<file path="src/logic/fod_pkg.sv">
package fod_pkg;

  // ----------------------------------------------------------------
  // bus geometry
  // ----------------------------------------------------------------
  localparam int          FOD_DATA_W    = 32;
  localparam int          FOD_ADDR_W    = 8;
  localparam int          FOD_REG_W     = 8;

  // register indices; byte address is four times the index
  localparam logic [5:0]  FOD_IDX_FILT  = 6'h07;
  localparam logic [5:0]  FOD_IDX_CLK   = 6'h08;
  localparam logic [5:0]  FOD_IDX_FSTAT = 6'h10;
  localparam logic [5:0]  FOD_IDX_ERR   = 6'h11;

  // ----------------------------------------------------------------
  // filter and delay register fields
  // ----------------------------------------------------------------
  localparam int          FOD_FILT_LSB  = 0;
  localparam int          FOD_FILT_W    = 5;
  localparam int          FOD_DLY_LSB   = 5;
  localparam int          FOD_DLY_W     = 3;
  localparam logic [7:0]  FOD_FILT_RST  = 8'h00;

  // ----------------------------------------------------------------
  // clock, drive and integrity register fields
  // ----------------------------------------------------------------
  localparam int          FOD_CLK_SEL   = 7;
  localparam int          FOD_CLK_DIV   = 6;
  localparam int          FOD_DRIVE     = 5;
  localparam int          FOD_RES16     = 3;
  localparam int          FOD_SCRC      = 2;
  localparam int          FOD_RCRC      = 1;
  localparam int          FOD_STAT_EN   = 0;
  localparam logic [7:0]  FOD_CLK_RST   = 8'h00;
  localparam logic [7:0]  FOD_CLK_WMASK = 8'hEF;

  // ----------------------------------------------------------------
  // status words
  // ----------------------------------------------------------------
  localparam int          FOD_FS_POST   = 0;
  localparam int          FOD_FS_MAIN   = 10;
  localparam int          FOD_FS_MODE   = 25;
  localparam int          FOD_ERR_SER   = 0;

  // ----------------------------------------------------------------
  // clocking and data widths
  // ----------------------------------------------------------------
  localparam int          FOD_EXT_DIV   = 8;
  localparam int          FOD_INT_DIV   = 4;
  localparam int          FOD_SAMPLE_W  = 24;
  localparam int          FOD_SHORT_W   = 16;
  localparam int          FOD_MAIN_W    = 15;
  localparam int          FOD_POST_W    = 10;

  typedef enum logic [2:0] {
    FOD_WIDEBAND,
    FOD_SINC4,
    FOD_SINC4_SINC1,
    FOD_SINC3,
    FOD_SINC3_SINC1
  } fod_mode_e;

  typedef struct packed {
    fod_mode_e                mode;
    logic [FOD_MAIN_W-1:0]    osr_main;
    logic [FOD_POST_W-1:0]    osr_post;
  } fod_filt_s;

endpackage

</file>
<file path="src/logic/fod_filter_cfg.sv">
`timescale 1ns/1ns
// Overview of operation
// - five-bit filter field, read/write, resets zero
// - five filter structures selectable
// - codes 0-7 wideband, ratio 32 to 4096
// - codes 8-18 lone sinc4, ratio 12-4096
// - codes 19-27 sinc4 32 plus averager
// - codes 28,29 sinc3 at 26667 or 32000
// - codes 30,31 sinc3 32000 plus averager 3/5
// - second config register at index 8, reset zero
// - clock/drive/integrity fields, bit 4 reads zero
// - clock source select, external divide by eight
// - resolution bit picks 24 or 16 bits
// - serial check mismatch flag, write one clears
// - filter field at index 7 under delay
module fod_filter_cfg
  import fod_pkg::*;
#(
  parameter int INT_DIV = FOD_INT_DIV
)(
  input  wire logic                    CLOCK,
  input  wire logic                    RESETN,
  input  wire logic                    PSEL,
  input  wire logic                    PENABLE,
  input  wire logic                    PWRITE,
  input  wire logic [FOD_ADDR_W-1:0]   PADDR,
  input  wire logic [FOD_DATA_W-1:0]   PWDATA,
  input  wire logic [3:0]              PSTRB,
  output logic      [FOD_DATA_W-1:0]   PRDATA,
  output logic                         PREADY,
  output logic                         PSLVERR,
  input  wire logic                    EXT_CLK,
  input  wire logic [FOD_SAMPLE_W-1:0] SAMPLE_IN,
  input  wire logic                    CRC_CHECK,
  input  wire logic [7:0]              CRC_RX,
  input  wire logic [7:0]              CRC_CALC,
  output fod_filt_s                    FILTER_CFG,
  output logic      [FOD_DLY_W-1:0]    START_DELAY,
  output logic                         MOD_EN,
  output logic                         DATA_READY,
  output logic      [FOD_SAMPLE_W-1:0] CONV_DATA,
  output logic                         CONV_16BIT,
  output logic      [7:0]              STATUS_BYTE,
  output logic                         STATUS_BYTE_EN,
  output logic                         SERIAL_CRC_EN,
  output logic                         CRC_APPEND,
  output logic                         REG_CRC_EN,
  output logic                         OUTPUT_DRIVE_STRENGTH,
  output logic                         CLK_EXT_SEL,
  output logic                         CLK_DIV8
);

  // ----------------------------------------------------------------
  // declarations
  // ----------------------------------------------------------------
  logic [7:0]              filter_delay_config;
  logic [7:0]              clock_drive_integrity_config;
  logic                    serial_err;
  logic [5:0]              idx;
  logic                    aligned;
  logic                    setup;
  logic                    access;
  logic                    wr_lane0;
  logic                    hit_filt;
  logic                    hit_clk;
  logic                    hit_fstat;
  logic                    hit_err;
  logic                    mapped;
  logic [FOD_DATA_W-1:0]   next_prdata;
  fod_filt_s               dec_cfg;
  logic                    mod_en;
  logic [FOD_MAIN_W-1:0]   cnt_main;
  logic [FOD_POST_W-1:0]   cnt_post;
  logic                    main_wrap;
  logic                    post_wrap;
  logic                    restart;
  logic                    crc_bad;

  // ----------------------------------------------------------------
  // apb address decode
  // ----------------------------------------------------------------
  assign idx      = PADDR[7:2];
  assign aligned  = (PADDR[1:0] == 2'h0);
  assign setup    = PSEL & ~PENABLE;
  assign access   = PSEL & PENABLE;
  assign wr_lane0 = access & PWRITE & PSTRB[0];

  always_comb
  begin
    hit_filt  = 1'b0;
    hit_clk   = 1'b0;
    hit_fstat = 1'b0;
    hit_err   = 1'b0;
    if (!aligned)
      hit_filt = 1'b0;
    else if (idx == FOD_IDX_FILT)
      hit_filt = 1'b1;
    else if (idx == FOD_IDX_CLK)
      hit_clk = 1'b1;
    else if (idx == FOD_IDX_FSTAT)
      hit_fstat = 1'b1;
    else if (idx == FOD_IDX_ERR)
      hit_err = 1'b1;
  end

  assign mapped = hit_filt | hit_clk | hit_fstat | hit_err;

  // zero wait states: the answer is prepared during setup
  assign PREADY = 1'b1;

  // ----------------------------------------------------------------
  // filter and delay register
  // ----------------------------------------------------------------
  always_ff @(posedge CLOCK or negedge RESETN)
  begin
    if (!RESETN)
      filter_delay_config <= FOD_FILT_RST;
    else if (wr_lane0 && hit_filt)
      filter_delay_config <= PWDATA[7:0];
  end

  // ----------------------------------------------------------------
  // clock, drive and integrity register
  // ----------------------------------------------------------------
  // the reserved bit is masked on write so it always reads zero
  always_ff @(posedge CLOCK or negedge RESETN)
  begin
    if (!RESETN)
      clock_drive_integrity_config <= FOD_CLK_RST;
    else if (wr_lane0 && hit_clk)
      clock_drive_integrity_config <= PWDATA[7:0] & FOD_CLK_WMASK;
  end

  // ----------------------------------------------------------------
  // serial check error flag
  // ----------------------------------------------------------------
  assign crc_bad = CRC_CHECK & SERIAL_CRC_EN & (CRC_RX != CRC_CALC);

  // a mismatch in the clearing cycle keeps the flag set
  always_ff @(posedge CLOCK or negedge RESETN)
  begin
    if (!RESETN)
      serial_err <= 1'b0;
    else if (crc_bad)
      serial_err <= 1'b1;
    else if (wr_lane0 && hit_err && PWDATA[FOD_ERR_SER])
      serial_err <= 1'b0;
  end

  // ----------------------------------------------------------------
  // read data and error answer
  // ----------------------------------------------------------------
  always_comb
  begin
    next_prdata = '0;
    if (hit_filt)
      next_prdata[7:0] = filter_delay_config;
    else if (hit_clk)
      next_prdata[7:0] = clock_drive_integrity_config;
    else if (hit_fstat)
    begin
      next_prdata[FOD_FS_POST +: FOD_POST_W] = FILTER_CFG.osr_post;
      next_prdata[FOD_FS_MAIN +: FOD_MAIN_W] = FILTER_CFG.osr_main;
      next_prdata[FOD_FS_MODE +: 3]          = FILTER_CFG.mode;
    end
    else if (hit_err)
      next_prdata[FOD_ERR_SER] = serial_err;
  end

  always_ff @(posedge CLOCK or negedge RESETN)
  begin
    if (!RESETN)
      PRDATA <= '0;
    else if (setup)
      PRDATA <= PWRITE ? '0 : next_prdata;
  end

  always_ff @(posedge CLOCK or negedge RESETN)
  begin
    if (!RESETN)
      PSLVERR <= 1'b0;
    else if (setup)
      PSLVERR <= ~mapped;
    else if (access)
      PSLVERR <= 1'b0;
  end

  // ----------------------------------------------------------------
  // filter structure decode
  // ----------------------------------------------------------------
  fod_osr_decode u_decode
  (
    .code (filter_delay_config[FOD_FILT_LSB +: FOD_FILT_W]),
    .cfg  (dec_cfg)
  );

  always_ff @(posedge CLOCK or negedge RESETN)
  begin
    if (!RESETN)
    begin
      FILTER_CFG.mode     <= FOD_WIDEBAND;
      FILTER_CFG.osr_main <= '0;
      FILTER_CFG.osr_post <= '0;
    end
    else
      FILTER_CFG <= dec_cfg;
  end

  // ----------------------------------------------------------------
  // modulator clock enable
  // ----------------------------------------------------------------
  fod_mod_clock #(
    .INT_DIV (INT_DIV)
  ) u_clock
  (
    .clock   (CLOCK),
    .resetn  (RESETN),
    .ext_pin (EXT_CLK),
    .ext_sel (CLK_EXT_SEL),
    .div8    (CLK_DIV8),
    .mod_en  (mod_en)
  );

  assign MOD_EN = mod_en;

  // ----------------------------------------------------------------
  // decimation timing
  // ----------------------------------------------------------------
  // a new filter code restarts both stages so no partial frame leaks
  assign restart   = wr_lane0 & hit_filt;
  assign main_wrap = mod_en && (cnt_main == FILTER_CFG.osr_main - 1'b1);
  assign post_wrap = main_wrap &&
                     (cnt_post == FILTER_CFG.osr_post - 1'b1);

  always_ff @(posedge CLOCK or negedge RESETN)
  begin
    if (!RESETN)
      cnt_main <= '0;
    else if (restart || main_wrap)
      cnt_main <= '0;
    else if (mod_en)
      cnt_main <= cnt_main + 1'b1;
  end

  always_ff @(posedge CLOCK or negedge RESETN)
  begin
    if (!RESETN)
      cnt_post <= '0;
    else if (restart || post_wrap)
      cnt_post <= '0;
    else if (main_wrap)
      cnt_post <= cnt_post + 1'b1;
  end

  always_ff @(posedge CLOCK or negedge RESETN)
  begin
    if (!RESETN)
      DATA_READY <= 1'b0;
    else
      DATA_READY <= post_wrap & ~restart;
  end

  // ----------------------------------------------------------------
  // conversion output word
  // ----------------------------------------------------------------
  // short words keep the top bits, low byte forced to zero
  always_ff @(posedge CLOCK or negedge RESETN)
  begin
    if (!RESETN)
      CONV_DATA <= '0;
    else if (post_wrap && CONV_16BIT)
      CONV_DATA <= {SAMPLE_IN[FOD_SAMPLE_W-1 -: FOD_SHORT_W],
                    8'h00};
    else if (post_wrap)
      CONV_DATA <= SAMPLE_IN;
  end

  always_ff @(posedge CLOCK or negedge RESETN)
  begin
    if (!RESETN)
      STATUS_BYTE <= 8'h00;
    else if (post_wrap)
      STATUS_BYTE <= {7'h00, serial_err};
  end

  // ----------------------------------------------------------------
  // configuration outputs
  // ----------------------------------------------------------------
  assign START_DELAY           = filter_delay_config[FOD_DLY_LSB +: FOD_DLY_W];
  assign CLK_EXT_SEL           = clock_drive_integrity_config[FOD_CLK_SEL];
  assign CLK_DIV8              = clock_drive_integrity_config[FOD_CLK_DIV];
  assign OUTPUT_DRIVE_STRENGTH = clock_drive_integrity_config[FOD_DRIVE];
  assign CONV_16BIT            = clock_drive_integrity_config[FOD_RES16];
  assign SERIAL_CRC_EN         = clock_drive_integrity_config[FOD_SCRC];
  assign CRC_APPEND            = SERIAL_CRC_EN;
  assign REG_CRC_EN            = clock_drive_integrity_config[FOD_RCRC];
  assign STATUS_BYTE_EN        = clock_drive_integrity_config[FOD_STAT_EN];

endmodule

</file>
<file path="src/logic/fod_osr_decode.sv">
`timescale 1ns/1ns
module fod_osr_decode
  import fod_pkg::*;
(
  input  wire logic [FOD_FILT_W-1:0] code,
  output fod_filt_s                  cfg
);

  // ----------------------------------------------------------------
  // code to structure and oversampling_ratio table
  // ----------------------------------------------------------------
  // post ratio of 1 means no averaging stage
  always_comb
  begin
    cfg.mode     = FOD_WIDEBAND;
    cfg.osr_main = 15'h0020;
    cfg.osr_post = 10'h001;
    case (code)
      5'h00: cfg.osr_main = 15'h0020;
      5'h01: cfg.osr_main = 15'h0040;
      5'h02: cfg.osr_main = 15'h0080;
      5'h03: cfg.osr_main = 15'h0100;
      5'h04: cfg.osr_main = 15'h0200;
      5'h05: cfg.osr_main = 15'h0400;
      5'h06: cfg.osr_main = 15'h0800;
      5'h07: cfg.osr_main = 15'h1000;
      5'h08, 5'h09, 5'h0A, 5'h0B, 5'h0C, 5'h0D,
      5'h0E, 5'h0F, 5'h10, 5'h11, 5'h12:
      begin
        cfg.mode = FOD_SINC4;
        case (code)
          5'h08:   cfg.osr_main = 15'h000C;
          5'h09:   cfg.osr_main = 15'h0010;
          5'h0A:   cfg.osr_main = 15'h0018;
          5'h0B:   cfg.osr_main = 15'h0020;
          5'h0C:   cfg.osr_main = 15'h0040;
          5'h0D:   cfg.osr_main = 15'h0080;
          5'h0E:   cfg.osr_main = 15'h0100;
          5'h0F:   cfg.osr_main = 15'h0200;
          5'h10:   cfg.osr_main = 15'h0400;
          5'h11:   cfg.osr_main = 15'h0800;
          default: cfg.osr_main = 15'h1000;
        endcase
      end
      5'h1C:
      begin
        cfg.mode     = FOD_SINC3;
        cfg.osr_main = 15'h682B;
      end
      5'h1D:
      begin
        cfg.mode     = FOD_SINC3;
        cfg.osr_main = 15'h7D00;
      end
      5'h1E, 5'h1F:
      begin
        cfg.mode     = FOD_SINC3_SINC1;
        cfg.osr_main = 15'h7D00;
        cfg.osr_post = code[0] ? 10'h005 : 10'h003;
      end
      default:
      begin
        cfg.mode     = FOD_SINC4_SINC1;
        cfg.osr_main = 15'h0020;
        case (code)
          5'h13:   cfg.osr_post = 10'h002;
          5'h14:   cfg.osr_post = 10'h004;
          5'h15:   cfg.osr_post = 10'h00A;
          5'h16:   cfg.osr_post = 10'h014;
          5'h17:   cfg.osr_post = 10'h028;
          5'h18:   cfg.osr_post = 10'h064;
          5'h19:   cfg.osr_post = 10'h0C8;
          5'h1A:   cfg.osr_post = 10'h190;
          default: cfg.osr_post = 10'h3E8;
        endcase
      end
    endcase
  end

endmodule

</file>
<file path="src/logic/fod_mod_clock.sv">
`timescale 1ns/1ns
module fod_mod_clock
  import fod_pkg::*;
#(
  parameter int INT_DIV = FOD_INT_DIV
)(
  input  wire logic clock,
  input  wire logic resetn,
  input  wire logic ext_pin,
  input  wire logic ext_sel,
  input  wire logic div8,
  output logic      mod_en
);

  logic [1:0] ext_sync;
  logic       ext_last;
  logic [2:0] ext_cnt;
  logic [7:0] int_cnt;
  logic       ext_rise;

  // ----------------------------------------------------------------
  // external clock pin, synchronised then edge detected
  // ----------------------------------------------------------------
  always_ff @(posedge clock or negedge resetn)
  begin
    if (!resetn)
    begin
      ext_sync <= 2'h0;
      ext_last <= 1'b0;
    end
    else
    begin
      ext_sync <= {ext_sync[0], ext_pin};
      ext_last <= ext_sync[1];
    end
  end

  assign ext_rise = ext_sync[1] & ~ext_last;

  // divide by eight counts external rising edges only
  always_ff @(posedge clock or negedge resetn)
  begin
    if (!resetn)
      ext_cnt <= 3'h0;
    else if (ext_rise)
      ext_cnt <= ext_cnt + 3'h1;
  end

  always_ff @(posedge clock or negedge resetn)
  begin
    if (!resetn)
      int_cnt <= 8'h00;
    else if (int_cnt == 8'(INT_DIV - 1))
      int_cnt <= 8'h00;
    else
      int_cnt <= int_cnt + 8'h01;
  end

  always_comb
  begin
    if (!ext_sel)
      mod_en = (int_cnt == 8'h00);
    else if (div8)
      mod_en = ext_rise && (ext_cnt == 3'(FOD_EXT_DIV - 1));
    else
      mod_en = ext_rise;
  end

endmodule

</file>
<file path="config.mk">
export PLATFORM = sky130hd
export DESIGN_NAME = fod_filter_cfg
export DESIGN_NICKNAME = d
export VERILOG_FILES = /design/src/logic/fod_pkg.sv /design/src/logic/fod_filter_cfg.sv /design/src/logic/fod_osr_decode.sv /design/src/logic/fod_mod_clock.sv
export SDC_FILE = /design/constraint.sdc
export NUM_CORES = 1
export LEC_CHECK = 0
export BUFFER_PORTS_ARGS = -buffer_cell sky130_fd_sc_hd__buf_2
export CORE_ASPECT_RATIO = 1.5
export CORE_UTILIZATION = 35
export CTS_BUF_LIST = sky130_fd_sc_hd__clkbuf_16
export DETAILED_ROUTE_END_ITERATION = 10
export PLACE_DENSITY_LB_ADDON = 0.05
export SYNTH_ARGS = -nofsm -noshare
export SYNTH_HDL_FRONTEND = slang
export SYNTH_SLANG_ARGS = --single-unit
</file>
<file path="constraint.sdc">
create_clock -name CLOCK -period 3.23 [get_ports CLOCK]
set_clock_uncertainty 0.2 [all_clocks]
set_input_delay 0.323 -clock CLOCK [delete_from_list [all_inputs] [get_ports CLOCK]]
set_output_delay 0.323 -clock CLOCK [all_outputs]
set_load 0.01 [all_outputs]
</file>
==> results.md <==
- Clock-pin slew on the worst setup and hold paths: 0.06 ns
- DR vias: 5,977
- DRT iter0 DRCs: 221
- Clock Sinks: 134
- Mapped Cells: 695
- Pwr per Cell Area: 448 nW/um^2
- Critical path class: flip-flop to flip-flop
- Max-Cap Viols: 0
- Most frequent cells in the layout: buf_2 (157), dfrtp_1 (134), nand2_1 (71)
- Synthesized area per cell: 10.1 um^2
- Hpwl dp: about 14,000 um
- FP Rows: 63
- Final Non-Filler Cells: about 1.2k
- Slew @ Worst Pin: 0.674 ns
- Peak VDD IR: 0.000343 V
- Worst skew pair latency: 0.42 ns
- Max Slew Vio Count: 0
- Switch Pwr: 0.00102 W
- Combinational share of power: 10.1%
- Max-slew headroom: 55.1%
- Commonest non-fill, non-tap cell in the layout: buf_2
- Die height: 176 um
- Async SR Flop Fraction: 100%
- CP max stage cell: or4_4
- R2R depth: 11
- Synth area leaders: dfrtp_1 (48%), xnor2_1 (4.8%), mux2_4 (4.3%)
- YS warnings: 0
- Core area: 19,700 um^2
- Mapped Area: 7040 um^2
- Crit path time final: 3.16 ns
- Worst Path Required: 3.33 ns
- Static Leakage: approximately 4.6 nW
- Vias in the first global route: 5,948
- Final period util: 97.7%
- Startpoint Class: flip-flop
- Dpl cells: 1,114
- Quantity of I/O buffers inserted on ports: 158
- Antenna cells: 0
- H-tree level count: 4
- Hold Path Class: input pin to flip-flop
- Crit-path cells: buf_6 > or4_4 > or3_4 > a21oi_2 > nand4_1 > nor4_2 > buf_4 > nor2b_4 > buf_12 > buf_6 > mux2_4
- Slowest stage delay, CP: 0.54 ns
- Vias per inst: 5.07
- Internal power: about 0.0031 W
- Layout area overhead: 31.9%
- Detailed Route WL: 19,400 um
- Share of the synthesized area in the top cell type: 47.6%
- Share of cells above drive strength 1: 32.0%
- Pwr Total: 0.00416 W
- Top_reg_cell synth: dfrtp_1
- CP most frequent cell: buf_6
- Sw Ratio: 24.5%
- Fmax: approximately 0.32 GHz
- Largest net degree at the start of global routing: 73
- DRT antenna net count: 0
- Gpl congestion: 0.908
- First-pass GRT wire length: slightly above 30,000 um
- Hold Startpoint: SAMPLE_IN[4]
- Initial antenna violation count: 0
- RSZ-0062 raised after global routing: true
- Layout Utilization: 47.1%
- Post-synth EDFFs: 0
- R2r endpoint: CONV_DATA[20]$_DFFE_PN0P_
- Clk root buf: clkbuf_16
- Leading area contributor after synthesis: dfrtp_1
- Router iterations before antenna repair: 4
- Sequential share of power: 43.5%
- All-Layer GR Usage: a little under a fifth
- Critical path peak fanout: 6
- Yosys cell types: 60
- Post-route DRC: 0
- Number of nets in the layout: 1,012
- Routed wire length per instance: 16.5 um
- Grt total ovfl: 0
- Top Ports: 198
- Total die area: 20,700 um^2
- Critical path capture point type: flip-flop
- CTS tree: yes
- Setup TNS: 0 ns
- Register area share after synthesis: 47.6%
- Hold Path Stages: 3
- Clk pwr share: around 46%
- Yosys reg bits: 134
- Worst R2R Setup Slack: 0.07 ns
- Final number of hold-violating endpoints: 0
- Starting Density: 35.7%
- Worst-case clock buffer depth: 2
- Setup violators final: 0
- Reg-to-reg startpoint: FILTER_CFG[11]$_DFF_PN0_
- CTS Buf Count: 17
- Die W: 118 um
- Status: complete, no violations
- CP arrival: 3.26 ns
- Worst Hold Endpoint: CONV_DATA[4]$_DFFE_PN0P_
how the worst max path moves through the flow:
stage,start,to,slack [ns]
after floorplan,FILTER_CFG[11]$_DFF_PN0_,CONV_DATA[10]$_DFFE_PN0P_,0.01
after global placement,FILTER_CFG[11]$_DFF_PN0_,CONV_DATA[1]$_DFFE_PN0P_,-0.06
after detailed placement,FILTER_CFG[11]$_DFF_PN0_,CONV_DATA[2]$_DFFE_PN0P_,-0.07
after CTS,FILTER_CFG[11]$_DFF_PN0_,CONV_DATA[2]$_DFFE_PN0P_,0.02
after global routing,FILTER_CFG[11]$_DFF_PN0_,CONV_DATA[1]$_DFFE_PN0P_,-0.02
final,FILTER_CFG[11]$_DFF_PN0_,CONV_DATA[20]$_DFFE_PN0P_,0.07
registers in the layout, summed over array words and instances, names as in the netlist:
name,count
CONV_DATA,24
DATA_READY,1
FILTER_CFG,26
PRDATA,26
PSLVERR,1
STATUS_BYTE,1
clock_drive_integrity_config,7
cnt_main,15
cnt_post,10
filter_delay_config,8
serial_err,1
u_clock.ext_cnt,3
u_clock.ext_last,1
u_clock.ext_sync,2
u_clock.int_cnt,8
routing by layer:
layer | up-vias | share of wire [%] | track usage [%]
met2 | 144 | 54 | 34.3
met4 | 0 | 1.7 | 6.73
met3 | 26 | 3.3 | 3.34
li1 | 2837 | - | -
met5 | - | 0 | 0
met1 | 2970 | 41 | 21.4
per-stage QoR:
step | hold slack [ns] | instance area, um^2 | worst slack (ns)
after detailed placement | 0.137 | 8250 | -0.0654
after global placement | 0.140 | 8250 | -0.0578
after floorplan | -0.173 | 7080 | 0.00955
after global routing | 0.0533 | 9290 | -0.0224
after CTS | 0.0449 | 9120 | 0.0161
final | 0.0623 | 9290 | 0.0734
final cells by class:
cell class / instances / area, um^2
multi-input combinational: 497 / 3430
timing repair buffer: 233 / 1510
clock buffer: 17 / 425
fill: 1911 / 10400
tap: 260 / 325
clock inverter: 15 / 164
sequential: 134 / 3350
inverter: 22 / 82.6
power by group through the flow:
| stage | Clock [W] | Combinational, W | Sequential, W |
|---|---|---|---|
| CTS | 0.00198 | 0.000418 | 0.00181 |
| global route | 0.00205 | 0.000474 | 0.00182 |
| finish | 0.00193 | 0.000422 | 0.00181 |
| global placement | 0 | 0.000375 | 0.00184 |
| floorplan | 0 | 0.000235 | 0.00182 |
| detailed placement | 0 | 0.000390 | 0.00184 |
timing repair:
action / 4_1_cts / 5_1_grt
hold endpoints to repair: 104 / 0
setup buffers: 0 / 1
pin swaps: 0 / 5
gates resized for setup: 1 / 16
gates cloned: 0 / 3
hold buffers: 28 / 0
endpoints found under the setup margin: 25 / 35
critical path: cells and delay by family (launching register included):
kind                   cells  cell delay (ns)
DFF                        1             0.38
muxes                      1             0.30
buffers and inverters      4             0.56
AOI/OAI and AO/OA          1             0.13
and+or+nand+nor            5             1.47
cells by family after synthesis:
kind of cell             share of synthesized area [%]
AND/OR/NAND/NOR                                   17.2
flip-flops                                        47.6
AO/OA/AOI/OAI                                     12.0
buffers and inverters                             5.65
XOR/XNOR                                          7.34
multiplexers                                      7.23
adder cells (fa/ha/maj)                           2.84
other                                            0.107
cells in the mapped netlist (15+ instances only):
cell type	instances
a21oi_1	33
a22o_1	20
buf_4	21
clkbuf_1	27
dfrtp_1	134
ha_1	16
inv_1	21
mux2_2	15
mux2_4	20
nand2_1	71
nand3_1	25
nor2_1	53
nor3_1	15
o21ai_0	34
xnor2_1	39
xor2_1	20
Note: power is estimated with default switching activity, not from simulation.
